<file path="config.mk">
export PLATFORM = sky130hd
export DESIGN_NAME = cpu_event_handler
export DESIGN_NICKNAME = d
export VERILOG_FILES = /design/src/core/evh_pkg.sv /design/src/core/cpu_event_handler.sv /design/src/core/evh_prio.sv
export SDC_FILE = /design/constraint.sdc
export NUM_CORES = 1
export LEC_CHECK = 0
export BUFFER_PORTS_ARGS = -buffer_cell sky130_fd_sc_hd__buf_2
export CORE_ASPECT_RATIO = 1.75
export CORE_MARGIN = 3
export CORE_UTILIZATION = 25
export CTS_CLUSTER_SIZE = 25
export DETAILED_ROUTE_END_ITERATION = 12
export PLACE_DENSITY_LB_ADDON = 0.08
export SETUP_SLACK_MARGIN = 0.5
export SLEW_MARGIN = 25
export SYNTH_ARGS = -nofsm -noshare
export SYNTH_HDL_FRONTEND = slang
export SYNTH_SLANG_ARGS = --single-unit
export TNS_END_PERCENT = 30
</file>
<file path="constraint.sdc">
create_clock -name pclk -period 2.34 [get_ports pclk]
set_clock_uncertainty 0.1 [all_clocks]
set_input_delay 0.585 -clock pclk [delete_from_list [all_inputs] [get_ports pclk]]
set_output_delay 0.585 -clock pclk [all_outputs]
set_load 0.005 [all_outputs]
</file>
<file path="src/core/evh_pkg.sv">
// Package: offsets, field layouts, reset values and types of the event handler
package evh_pkg;
  localparam int          NUM_EVENTS     = 8;
  localparam int          GROUP_SIZE     = 4;
  localparam logic [11:0] OFF_FLAG       = 12'h000;
  localparam logic [11:0] OFF_ENABLE     = 12'h004;
  localparam logic [11:0] OFF_TOP_CODE   = 12'h008;
  localparam logic [11:0] OFF_SUMMARY    = 12'h00c;
  localparam logic [11:0] OFF_IRQ_STATUS = 12'h010;
  localparam logic [11:0] OFF_IRQ_MASK   = 12'h014;
  localparam logic [7:0]  FLAG_RESET     = 8'h00;
  localparam logic [7:0]  ENABLE_RESET   = 8'h00;
  localparam logic [7:0]  CODE_NONE      = 8'hff;
  localparam logic [1:0]  IRQ_RESET      = 2'h0;
  localparam int          SUM_HIGH_BIT   = 1;
  localparam int          SUM_LOW_BIT    = 0;
  localparam int          IRQ_HIGH_BIT   = 1;
  localparam int          IRQ_LOW_BIT    = 0;

  typedef struct packed {
    logic       psel;
    logic       penable;
    logic       pwrite;
    logic [11:0] paddr;
    logic [31:0] pwdata;
  } apb_req_t;

  typedef struct packed {
    logic high_group_pending;
    logic low_group_pending;
  } level_summary_t;

  typedef enum logic [1:0] {
    ST_IDLE   = 2'b01,
    ST_ACCESS = 2'b10
  } apb_state_t;
endpackage : evh_pkg

</file>
<file path="src/core/cpu_event_handler.sv">
// Event handler: eight edge-latched event flags routed to two core event levels
//
// Summary of operation
// - Eight events, high group four, low four
// - Events never alter the program counter
// - Pending event wakes core from halt
// - Jump-on-event taken only when flag set
// - No other effect on the core
// - Groups map onto two core levels
// - Bits 7-4 high, bits 3-0 low
// - Read flags, write one clears, reset zero
// - Top event code eases software dispatch
// - Set needs enable and rising source edge
// - Top code register reads ff when empty
// - Summary bit1 high group, bit0 low
// - Sources sampled on the fastest clock
`timescale 1ns/10ps
module cpu_event_handler #(
  parameter int NUM_EVENTS = evh_pkg::NUM_EVENTS
) (
  input  wire logic                  pclk,
  input  wire logic                  presetn,
  input  wire logic                  psel,
  input  wire logic                  penable,
  input  wire logic                  pwrite,
  input  wire logic [11:0]           paddr,
  input  wire logic [31:0]           pwdata,
  input  wire logic [3:0]            pstrb,
  output logic      [31:0]           prdata,
  output logic                       pready,
  output logic                       pslverr,
  input  wire logic [NUM_EVENTS-1:0] event_src,
  output logic                       core_event_level_one,
  output logic                       core_event_level_zero,
  output logic                       irq
);
  localparam int G = evh_pkg::GROUP_SIZE;

  evh_pkg::apb_req_t       req;
  evh_pkg::apb_state_t     state_r;
  evh_pkg::apb_state_t     state_nxt;
  evh_pkg::level_summary_t summary;
  logic [NUM_EVENTS-1:0] src_r;
  logic [NUM_EVENTS-1:0] flag_r;
  logic [NUM_EVENTS-1:0] flag_nxt;
  logic [NUM_EVENTS-1:0] enable_r;
  logic [NUM_EVENTS-1:0] rise;
  logic [NUM_EVENTS-1:0] clr;
  logic [1:0]            irq_stat_r;
  logic [1:0]            irq_stat_nxt;
  logic [1:0]            irq_mask_r;
  logic [1:0]            group_rise;
  logic [7:0]            top_code;
  logic [31:0]           rdata_nxt;
  logic                  wr_ok;
  logic                  rd_ok;
  logic                  sel_flag;
  logic                  sel_en;
  logic                  sel_code;
  logic                  sel_sum;
  logic                  sel_ist;
  logic                  sel_imsk;
  logic                  mapped;

  assign req = '{psel: psel, penable: penable, pwrite: pwrite, paddr: paddr, pwdata: pwdata};

  // Decode
  assign sel_flag = req.paddr == evh_pkg::OFF_FLAG;
  assign sel_en   = req.paddr == evh_pkg::OFF_ENABLE;
  assign sel_code = req.paddr == evh_pkg::OFF_TOP_CODE;
  assign sel_sum  = req.paddr == evh_pkg::OFF_SUMMARY;
  assign sel_ist  = req.paddr == evh_pkg::OFF_IRQ_STATUS;
  assign sel_imsk = req.paddr == evh_pkg::OFF_IRQ_MASK;
  assign mapped   = sel_flag | sel_en | sel_code | sel_sum | sel_ist | sel_imsk;
  // Writes land at the access edge, reads are fetched during setup
  assign wr_ok = (state_r == evh_pkg::ST_ACCESS) & req.psel & req.penable & req.pwrite &
                 mapped & pstrb[0];
  assign rd_ok = req.psel & ~req.penable & ~req.pwrite;

  always_comb begin
    state_nxt = evh_pkg::ST_IDLE;
    case (state_r)
      evh_pkg::ST_IDLE:   state_nxt = (req.psel & ~req.penable) ? evh_pkg::ST_ACCESS
                                                                 : evh_pkg::ST_IDLE;
      evh_pkg::ST_ACCESS: state_nxt = evh_pkg::ST_IDLE;
      default:            state_nxt = evh_pkg::ST_IDLE;
    endcase
  end

  // Edge detection on the system clock
  assign rise = event_src & ~src_r;
  assign clr  = (wr_ok && sel_flag) ? req.pwdata[NUM_EVENTS-1:0] : '0;

  genvar gi;
  generate
    for (gi = 0; gi < NUM_EVENTS; gi++) begin : g_flag
      // Set beats a same-cycle clear; writing zero keeps the flag
      assign flag_nxt[gi] = (enable_r[gi] & rise[gi]) | (flag_r[gi] & ~clr[gi]);
    end
  endgenerate

  // Upper half high group, lower half low group
  assign summary.high_group_pending = |flag_r[NUM_EVENTS-1:G];
  assign summary.low_group_pending  = |flag_r[G-1:0];

  evh_prio #(
    .N(NUM_EVENTS)
  ) u_prio (
    .flags(flag_r),
    .code (top_code)
  );

  assign group_rise = {|(enable_r[NUM_EVENTS-1:G] & rise[NUM_EVENTS-1:G]),
                       |(enable_r[G-1:0] & rise[G-1:0])};
  assign irq_stat_nxt = group_rise |
                        (irq_stat_r & ~((wr_ok && sel_ist) ? req.pwdata[1:0] : 2'h0));

  always_comb begin
    rdata_nxt = 32'h0000_0000;
    if (sel_flag) begin
      rdata_nxt[NUM_EVENTS-1:0] = flag_r;
    end else if (sel_en) begin
      rdata_nxt[NUM_EVENTS-1:0] = enable_r;
    end else if (sel_code) begin
      rdata_nxt[7:0] = top_code;
    end else if (sel_sum) begin
      rdata_nxt[evh_pkg::SUM_HIGH_BIT] = summary.high_group_pending;
      rdata_nxt[evh_pkg::SUM_LOW_BIT]  = summary.low_group_pending;
    end else if (sel_ist) begin
      rdata_nxt[1:0] = irq_stat_r;
    end else if (sel_imsk) begin
      rdata_nxt[1:0] = irq_mask_r;
    end
  end

  always_ff @(posedge pclk or negedge presetn) begin
    if (!presetn) begin
      state_r  <= evh_pkg::ST_IDLE;
      pready   <= 1'b0;
      pslverr  <= 1'b0;
      prdata   <= 32'h0000_0000;
    end else begin
      state_r  <= state_nxt;
      pready   <= req.psel & ~req.penable;
      pslverr  <= req.psel & ~req.penable & ~mapped;
      prdata   <= (rd_ok && mapped) ? rdata_nxt : 32'h0000_0000;
    end
  end

  always_ff @(posedge pclk or negedge presetn) begin
    if (!presetn) begin
      src_r    <= '0;
      flag_r   <= '0;
      enable_r <= '0;
    end else begin
      src_r    <= event_src;
      flag_r   <= flag_nxt;
      if (wr_ok && sel_en) begin
        enable_r <= req.pwdata[NUM_EVENTS-1:0];
      end
    end
  end

  always_ff @(posedge pclk or negedge presetn) begin
    if (!presetn) begin
      irq_stat_r <= evh_pkg::IRQ_RESET;
      irq_mask_r <= evh_pkg::IRQ_RESET;
      irq        <= 1'b0;
    end else begin
      irq_stat_r <= irq_stat_nxt;
      if (wr_ok && sel_imsk) begin
        irq_mask_r <= req.pwdata[1:0];
      end
      irq <= |(irq_stat_nxt & ((wr_ok && sel_imsk) ? req.pwdata[1:0] : irq_mask_r));
    end
  end

  // Levels only; no vector or jump target is produced
  // The core wakes from halt and qualifies jump-on-event on these
  always_ff @(posedge pclk or negedge presetn) begin
    if (!presetn) begin
      core_event_level_one  <= 1'b0;
      core_event_level_zero <= 1'b0;
    end else begin
      core_event_level_one  <= |flag_nxt[NUM_EVENTS-1:G];
      core_event_level_zero <= |flag_nxt[G-1:0];
    end
  end

  // Assertions
  AST_SET_ON_EDGE: assert property (@(posedge pclk) disable iff (!presetn)
    (enable_r[0] && rise[0]) |=> flag_r[0])
    else $error("enabled edge did not set flag 0");
  AST_NO_SET_DISABLED: assert property (@(posedge pclk) disable iff (!presetn)
    (!enable_r[7] && !flag_r[7]) |=> !flag_r[7] || $past(enable_r[7]))
    else $error("disabled flag 7 set");
  AST_W1C: assert property (@(posedge pclk) disable iff (!presetn)
    (wr_ok && sel_flag && req.pwdata[3] && !(enable_r[3] && rise[3])) |=> !flag_r[3])
    else $error("write one did not clear flag 3");
  AST_W0_KEEP: assert property (@(posedge pclk) disable iff (!presetn)
    (wr_ok && sel_flag && !req.pwdata[5] && flag_r[5]) |=> flag_r[5])
    else $error("write zero changed flag 5");
  AST_CODE_NONE: assert property (@(posedge pclk) disable iff (!presetn)
    (flag_r == '0) |-> (top_code == 8'hff))
    else $error("top code not ff when empty");
  AST_CODE_TOP: assert property (@(posedge pclk) disable iff (!presetn)
    flag_r[7] |-> (top_code == 8'h07))
    else $error("event 7 not ranked first");
  AST_LEVEL_HIGH: assert property (@(posedge pclk) disable iff (!presetn)
    (|flag_r[NUM_EVENTS-1:G]) |-> core_event_level_one)
    else $error("high level dropped while flag set");
  AST_LEVEL_LOW: assert property (@(posedge pclk) disable iff (!presetn)
    core_event_level_zero |-> (|flag_r[G-1:0]))
    else $error("low level without low flag");
  AST_READY: assert property (@(posedge pclk) disable iff (!presetn)
    (psel && !penable) |=> pready)
    else $error("no ready after setup");

  // Bus side
  AST_PREADY_PULSE: assert property (@(posedge pclk) disable iff (!presetn)
    pready
    |=> !pready)
    else $error("pready held longer than one cycle");

  AST_SLVERR_WITH_READY: assert property (@(posedge pclk) disable iff (!presetn)
    pslverr
    |-> pready)
    else $error("pslverr without pready");

  AST_PRDATA_IDLE_ZERO: assert property (@(posedge pclk) disable iff (!presetn)
    !pready
    |-> (prdata == 32'h0000_0000))
    else $error("read data not zero outside access");

  AST_PRDATA_UPPER_ZERO: assert property (@(posedge pclk) disable iff (!presetn)
    pready
    |-> (prdata[31:NUM_EVENTS] == '0))
    else $error("upper read data not zero");

  AST_WRITE_IN_ACCESS: assert property (@(posedge pclk) disable iff (!presetn)
    wr_ok
    |-> (req.penable && pready))
    else $error("write outside access phase");

  AST_STRB_IGNORED: assert property (@(posedge pclk) disable iff (!presetn)
    (req.psel && req.penable && req.pwrite && sel_en && !pstrb[0])
    |=> $stable(enable_r))
    else $error("write without strobe changed enables");

  AST_EN_WRITE: assert property (@(posedge pclk) disable iff (!presetn)
    (wr_ok && sel_en)
    |=> (enable_r == $past(req.pwdata[NUM_EVENTS-1:0])))
    else $error("enable write lost");

  AST_MASK_WRITE: assert property (@(posedge pclk) disable iff (!presetn)
    (wr_ok && sel_imsk)
    |=> (irq_mask_r == $past(req.pwdata[1:0])))
    else $error("mask write lost");

  // Event side
  AST_FLAG_CAUSE: assert property (@(posedge pclk) disable iff (!presetn)
    $rose(flag_r[2])
    |-> $past(enable_r[2] && rise[2]))
    else $error("flag 2 set without enabled edge");

  AST_FLAG_HOLD: assert property (@(posedge pclk) disable iff (!presetn)
    (flag_r[6] && !clr[6])
    |=> flag_r[6])
    else $error("flag 6 lost without clear");

  AST_SET_WINS: assert property (@(posedge pclk) disable iff (!presetn)
    (enable_r[1] && rise[1] && clr[1])
    |=> flag_r[1])
    else $error("same-cycle clear beat set of flag 1");

  AST_LEVEL_ONE_EQ: assert property (@(posedge pclk) disable iff (!presetn)
    core_event_level_one ==
    (|flag_r[NUM_EVENTS-1:G]))
    else $error("high level differs from high flags");

  AST_LEVEL_ZERO_EQ: assert property (@(posedge pclk) disable iff (!presetn)
    core_event_level_zero ==
    (|flag_r[G-1:0]))
    else $error("low level differs from low flags");

  AST_CODE_HIGHEST: assert property (@(posedge pclk) disable iff (!presetn)
    (top_code != evh_pkg::CODE_NONE)
    |-> ((flag_r >> top_code[2:0]) == NUM_EVENTS'(1)))
    else $error("top code not the highest pending flag");

  AST_CODE_NONE_EMPTY: assert property (@(posedge pclk) disable iff (!presetn)
    (top_code == evh_pkg::CODE_NONE)
    |-> (flag_r == '0))
    else $error("top code ff while a flag is set");

  AST_SUMMARY_READ: assert property (@(posedge pclk) disable iff (!presetn)
    (rd_ok && sel_sum)
    |=> (prdata[1:0] == {$past(|flag_r[NUM_EVENTS-1:G]), $past(|flag_r[G-1:0])}))
    else $error("summary read wrong");

  AST_IRQ_LEVEL: assert property (@(posedge pclk) disable iff (!presetn)
    irq ==
    (|(irq_stat_r & irq_mask_r)))
    else $error("irq differs from masked status");

  AST_IRQ_SET: assert property (@(posedge pclk) disable iff (!presetn)
    group_rise[evh_pkg::IRQ_HIGH_BIT]
    |=> irq_stat_r[evh_pkg::IRQ_HIGH_BIT])
    else $error("high group event did not set status");

  COV_SET: cover property (@(posedge pclk) disable iff (!presetn) $rose(flag_r[4]));
  COV_CLEAR: cover property (@(posedge pclk) disable iff (!presetn) $fell(flag_r[1]));
  COV_SET_CLR: cover property (@(posedge pclk) disable iff (!presetn)
    (wr_ok && sel_flag && req.pwdata[0] && enable_r[0] && rise[0]));
  COV_IRQ: cover property (@(posedge pclk) disable iff (!presetn) $rose(irq));
endmodule : cpu_event_handler

</file>
<file path="src/core/evh_prio.sv">
// Priority encoder: highest-numbered pending event, or the none code
`timescale 1ns/10ps
module evh_prio #(
  parameter int N = 8
) (
  input  wire logic [N-1:0] flags,
  output logic      [7:0]   code
);
  always_comb begin
    code = evh_pkg::CODE_NONE;
    // Upward scan so the highest index wins
    for (int i = 0; i < N; i++) begin
      if (flags[i]) begin
        code = 8'(i);
      end
    end
  end
endmodule : evh_prio

</file>
# Yosys cells after proc, flatten, opt, wreduce, memory -nomap -nowiden
# Cells that the tools add are included.
word_totals:
  output_inout_bits: 37
  register_bits: 43
op_classes:
  eq_ne: 7
  n_bitwise: 56
  n_reduce_logical: 13
  muxes: 21
op_table:
  columns: ["operator", "n"]
  rows:
  - ["8-bit two-way mux", 12]
  - ["1-bit bitwise AND", 24]
  - ["12-bit by 4-bit == test with 1-bit output (second input constant)", 2]
  - ["12-bit by 5-bit == test with 1-bit output (second input constant)", 2]
  - ["4-bit OR reduction", 6]
  - ["2-bit two-way mux", 8]
  - ["1-bit bitwise OR", 13]
  - ["12-bit by 3-bit == test with 1-bit output (second input constant)", 1]
  - ["12-bit zero test", 1]
  - ["1-bit inverter", 11]
  - ["4-bit bitwise AND", 2]
  - ["8-bit bitwise AND", 1]
  - ["8-bit inverter", 1]
  - ["6-bit two-way mux", 1]
  - ["1-bit logical AND", 5]
  - ["2-bit bitwise AND", 2]
  - ["2-bit by 1-bit == test with 1-bit output (second input constant)", 1]
  - ["2-bit == test (second input constant)", 1]
  - ["2-bit inverter", 1]
  - ["2-bit bitwise OR", 1]
  - ["2-bit OR reduction", 1]

# Logic depth before layout (Yosys ltp)
logic_depth:
  word_depth: 15
  mapped_depth: 7
  depth_no_buf: 5

# By module
# Synthesis repeated with hierarchy kept, for this count alone.
unflattened:
  hier_cells: 200
  hier_area_um2: 2188.3
modules_own_cells:
  columns: ["module", "cells_each", "seq_area_each_um2", "instances", "area_each_um2"]
  rows:
  - ["cpu_event_handler", 182, 1077.3, 1, 2074.5]
  - ["evh_prio", 18, 0.0, 1, 113.9]

# Worst setup path before layout
# OpenSTA, ideal clock, no wires.
synth_path:
  kind: "input port to flip-flop"
  startpoint: "input paddr[10]"
  endpoint: "register core_event_level_zero"
  slack_ns: -0.168
  n_path_buf: 1
  stages: 6
  arrival_time_ns: 2.269
  setup_time_ns: 0.139
  path_cell_list: "or4_4 > and4bb_1 > buf_6 > nand3_1 > a21o_1 > or4_1"
synth_between:
  elab_chain_len: 14
  elab_cells_between_ends: 28
  cone_classes: "eq/ne (5); mux (1); bitwise (19); reduce/logical (3)"
synth_rtl:
  columns: ["item", "line", "text"]
  rows:
  - ["start, declared", "cpu_event_handler.sv:26", "input wire logic [11:0] paddr,"]
  - ["12-bit by 3-bit == test with 1-bit output or 12-bit zero test (tied branches)", "cpu_event_handler.sv:69, cpu_event_handler.sv:68", null]
  - ["1-bit bitwise OR (5 in series)", "cpu_event_handler.sv:74", "assign mapped = sel_flag | sel_en | sel_code | sel_sum | sel_ist | sel_imsk;"]
  - ["1-bit bitwise AND", "cpu_event_handler.sv:76", "assign wr_ok = (state_r == evh_pkg::ST_ACCESS) & req.psel & req.penable & req.pwrite &"]
  - ["1-bit bitwise AND", "cpu_event_handler.sv:77", "mapped & pstrb[0];"]
  - ["1-bit logical AND (*)", "cpu_event_handler.sv:92", "assign clr = (wr_ok && sel_flag) ? req.pwdata[NUM_EVENTS-1:0] : '0;"]
  - ["8-bit two-way mux (*)", "cpu_event_handler.sv:92", null]
  - ["1-bit inverter (*)", "cpu_event_handler.sv:98", "assign flag_nxt[gi] = (enable_r[gi] & rise[gi]) | (flag_r[gi] & ~clr[gi]);"]
  - ["1-bit bitwise AND (*)", "cpu_event_handler.sv:98", null]
  - ["1-bit bitwise OR (*)", "cpu_event_handler.sv:98", null]
  - ["via flag_nxt[2]", "cpu_event_handler.sv:45", "logic [NUM_EVENTS-1:0] flag_nxt;"]
  - ["4-bit OR reduction (*)", "cpu_event_handler.sv:186", "core_event_level_zero <= |flag_nxt[G-1:0];"]
  - ["end signal, assigned", "cpu_event_handler.sv:186", null]
  - ["end, declared", "cpu_event_handler.sv:34", "output logic core_event_level_zero,"]
# Mark *: on every way through the listed nets, which the timed path passes. The rest lies on a longest branch.
# A chain may end at the register's enable or synchronous reset.

# Worst setup path in the final report
layout_path:
  startpoint: "input paddr[10]"
  endpoint: "register core_event_level_one"
layout_between:
  elab_chain_len: 14
  elab_cells_between_ends: 28
  cone_classes: "eq/ne (5); mux (1); bitwise (19); reduce/logical (3)"
layout_rtl:
  columns: ["item", "line", "text"]
  rows:
  - ["12-bit by 3-bit == test with 1-bit output or 12-bit zero test (tied branches)", "cpu_event_handler.sv:69, cpu_event_handler.sv:68", null]
  - ["1-bit bitwise OR (5 in series)", "cpu_event_handler.sv:74", null]
  - ["1-bit bitwise AND", "cpu_event_handler.sv:76", null]
  - ["1-bit bitwise AND", "cpu_event_handler.sv:77", null]
  - ["1-bit logical AND (*)", "cpu_event_handler.sv:92", null]
  - ["8-bit two-way mux (*)", "cpu_event_handler.sv:92", null]
  - ["1-bit inverter (*)", "cpu_event_handler.sv:98", null]
  - ["1-bit bitwise AND (*)", "cpu_event_handler.sv:98", null]
  - ["1-bit bitwise OR (*)", "cpu_event_handler.sv:98", null]
  - ["via flag_nxt[6]", "cpu_event_handler.sv:45", null]
  - ["4-bit OR reduction (*)", "cpu_event_handler.sv:185", "core_event_level_one <= |flag_nxt[NUM_EVENTS-1:G];"]
  - ["end signal, assigned", "cpu_event_handler.sv:185", null]
  - ["end, declared", "cpu_event_handler.sv:33", "output logic core_event_level_one,"]
# Marked as above.

==> flow_summary.yaml <==
floorplanning:
  chipWidth_um: 75.42
  num_rows: 43
  fp.dieArea_um2: 9615
  pin_count: 98
  core_um2: 8070
  die_h_um: 127.5
  start_util_pct: 26.12
routing:
  totalWireLength_mm: 5.143
  wl_per_cell_um: 14.69
  first_pass_iters: 4
  drt_iter0_markers: 90
  viasPerCell: 4.460
  ant_nets: 0
  vias: 1561
  drcViolationCount: 0
min_path:
  min_path_type: "in -> async"
outcome:
  status: "finished with violations"
  violations: "setup timing"
timing:
  drv_slew: 0
  fin_tns_setup_ns: -0.07397
  max_freq_mhz: 420.1
  relSlewSlack_pct: 63.07
  setup_ws_ns: -0.04030
  hold_viol: 0
  rsz0062_at_grt: "true"
  finalCriticalPeriod_ns: 2.380
  setup-violations-final: 2
  worst_pin_slew_ns: 0.5540
  post-route-period-util_pct: 101.7
worst_setup_path:
  path_buf_inv: 2
  crit_chain: "buf_6 -> or4_4 -> and4bb_1 -> buf_12 -> nand3_1 -> a21o_1 -> or4_1"
  r2r-end: "core_event_level_one"
  reg2reg_depth: 6
  criticalPathCategory: "in -> reg"
  crit_arrival_ns: 2.43
  crit_required_ns: 2.39
  endpoint_kind: "register"
  rrSetupSlack_ns: 0.34
  worstSetupStartpointType: "input pin"
  timing.rr.start: "state_r[0]"
  crit_family: "simple AND/OR/NAND/NOR gates"
  worstPathMaxFanout: 9
  slowest_stage: "or4_4"
  cpPeakStageDelay_ns: 0.53
cts:
  cts.clk_slew.worst_paths_ns: 0.06
  cts_made_buffers: 5
  clk_root_buffer_cell: "clkbuf_16"
  postCtsHoldBufs: 0
  cts_buffer_depth: 2
  insertion_delay_ns: 0.28
  cts_sinks: 43
  cts_max_level: 2
  cts_tree: "done"
synthesis:
  yosysSeqAreaShare_pct: 51.10
  synthCells: 199
  syn_area_um2: 2108
  ys_ff_latch: 43
  syn_avg_cell_area_um2: 10.59
  yosysUniqueCellTypes: 39
  synth_area_leaders: "dfrtp_1 (50%), buf_4 (8.5%), mux2_2 (8.0%)"
  ys.flop_type: "dfrtp_1"
  synth_edf_count: 0
  synth_async_sr_flop_share_pct: 100.0
  yosys_warnings: 0
  yosys.area.top_type_share_pct: 49.85
  synth_top_area_cell: "dfrtp_1"
global_route:
  grt_pass1_wl_mm: 8.252
  grt.total_usage_pct: 11.67
  antenna_found_initial: 0
  grt_pass1_vias: 1563
  grt_max_degree: 44
  gr-total-overflow: 0
power:
  vdd_drop_max_uv: 328.6
  p_leak_nw: 1.400
  powerDensity_nw_per_um2: 602.5
  power_w: 0.001625
final_layout:
  nets: 321
  post-route-cell-area_um2: 2698
  fillCellCount: 843
  antennaDiodeCount: 0
  final_layout_size_suffix_gt1_share_pct: 35.38
  areaGrowthSynthToFinish_pct: 27.95
placed_design:
  gp_congestion: 0.6953
  place_area_um2: 2424
  io_buffers: 46
  dp_hpwl_mm: 3.933
run:
  cap_violations: 0
metrics by stage:
stage | std cells | util, % | hold WS [ns] | setup WS, ns
3_3_place_gp | 339 | 30.03 | 0.3310 | -0.4360
5_1_grt | 350 | 33.43 | 0.3097 | -0.08213
4_1_cts | 350 | 33.13 | 0.3026 | -0.05789
3_5_place_dp | 339 | 30.03 | 0.3325 | -0.4104
6_report | 350 | 33.43 | 0.2675 | -0.04030
2_1_floorplan | 222 | - | 0.1894 | -0.1651
kinds of logic (layout without fill, tap and decap cells):
logic type | after synthesis | in the layout | share of synthesized area, %
simple gates | 73 | 73 | 19.11
compound gates | 32 | 32 | 9.911
other cells | 1 | 24 | 0.1779
mux | 16 | 16 | 8.487
buf+inv | 34 | 72 | 11.22
flops | 43 | 43 | 51.10
registers in the layout (all words and copies together), names as in the netlist:
signal and count:
irq_stat_r 2, src_r 8, prdata 8, state_r 2, core_event_level_one 1, pslverr 1, flag_r 8, enable_r 8
irq_mask_r 2, pready 1, core_event_level_zero 1, irq 1
worst register-to-register path: cells and delay by family, from the launching register on:
kind / cells / cell delay (ns)
buf+inv: 1 / 0.16
flops: 1 / 0.36
compound gates: 1 / 0.16
simple gates: 4 / 1.10
worst max path at each step:
stage | startpoint | endpoint | slack [ns] | cells past startpoint
6_report | paddr[10] | core_event_level_one | -0.04 | 7
3_5_place_dp | paddr[10] | core_event_level_one | -0.41 | 7
5_1_grt | paddr[10] | core_event_level_one | -0.08 | 7
4_1_cts | paddr[10] | core_event_level_one | -0.06 | 7
2_1_floorplan | paddr[10] | core_event_level_zero | -0.17 | 6
3_3_place_gp | paddr[10] | core_event_level_one | -0.44 | 7
timing repair:
item	CTS	global route
pin swaps	11	12
buffers inserted	4	0
resized for setup	15	5
setup endpoints to repair	31	32
where the power goes:
| group | total (W) | switching, W | internal (W) |
|---|---|---|---|
| Clock | 0.000768 | 0.000270 | 0.000498 |
| Combinational | 0.0000990 | 0.0000613 | 0.0000377 |
| Sequential | 0.000758 | 0.00000274 | 0.000755 |
metal layers:
metal | track usage [%] | wire, um | vias up | part of all wire [%]
li1 | - | - | 767 | -
met3 | 2.283 | 231 | 7 | 4.5
met2 | 20.28 | 2875 | 50 | 56
met1 | 13.12 | 1889 | 737 | 37
met5 | 0 | 0 | - | 0
met4 | 5.561 | 147 | 0 | 2.9
Yosys cell counts (2+ instances only):
cell type,count
a211oi_1,2
a21o_1,8
a21oi_1,12
buf_4,24
clkbuf_1,2
dfrtp_1,42
inv_1,6
mux2_2,15
nand2_1,18
nand2b_1,4
nand3_1,11
nand4_1,4
nor2_1,17
nor2b_1,2
nor4_1,5
o21ai_0,3
or4_1,2
cells in the final DEF, fill, tap and decap left out, types with 2 or more instances in the layout:
cell type / n
buf_2: 45
buf_4: 8
nand3_2: 2
nand2b_1: 4
mux2_2: 6
nand3_4: 2
inv_1: 6
or4_1: 2
nor4_1: 5
buf_6: 4
mux2_4: 9
a211oi_1: 2
clkbuf_16: 5
a21o_1: 8
nor2b_1: 2
nor2_1: 17
a21oi_2: 2
dfrtp_1: 42
nand4_1: 4
nand3_1: 8
buf_12: 2
conb_1: 24
nand2_1: 18
a21oi_1: 10
o21ai_0: 3
layout make-up:
| type | instances | area (um2) | share of cell area, % |
|---|---|---|---|
| clock buffers | 6 | 128.9 | 4.777 |
| clock inverters | 1 | 30.03 | 1.113 |
| inverters | 6 | 22.52 | 0.8349 |
| multi-input cells | 145 | 955.9 | 35.44 |
| flip-flops and latches | 43 | 1077 | 39.93 |
| well taps | 90 | 112.6 | 4.174 |
| repair buffers | 59 | 370.4 | 13.73 |
No activity file was read; power rests on OpenSTA's default activity.
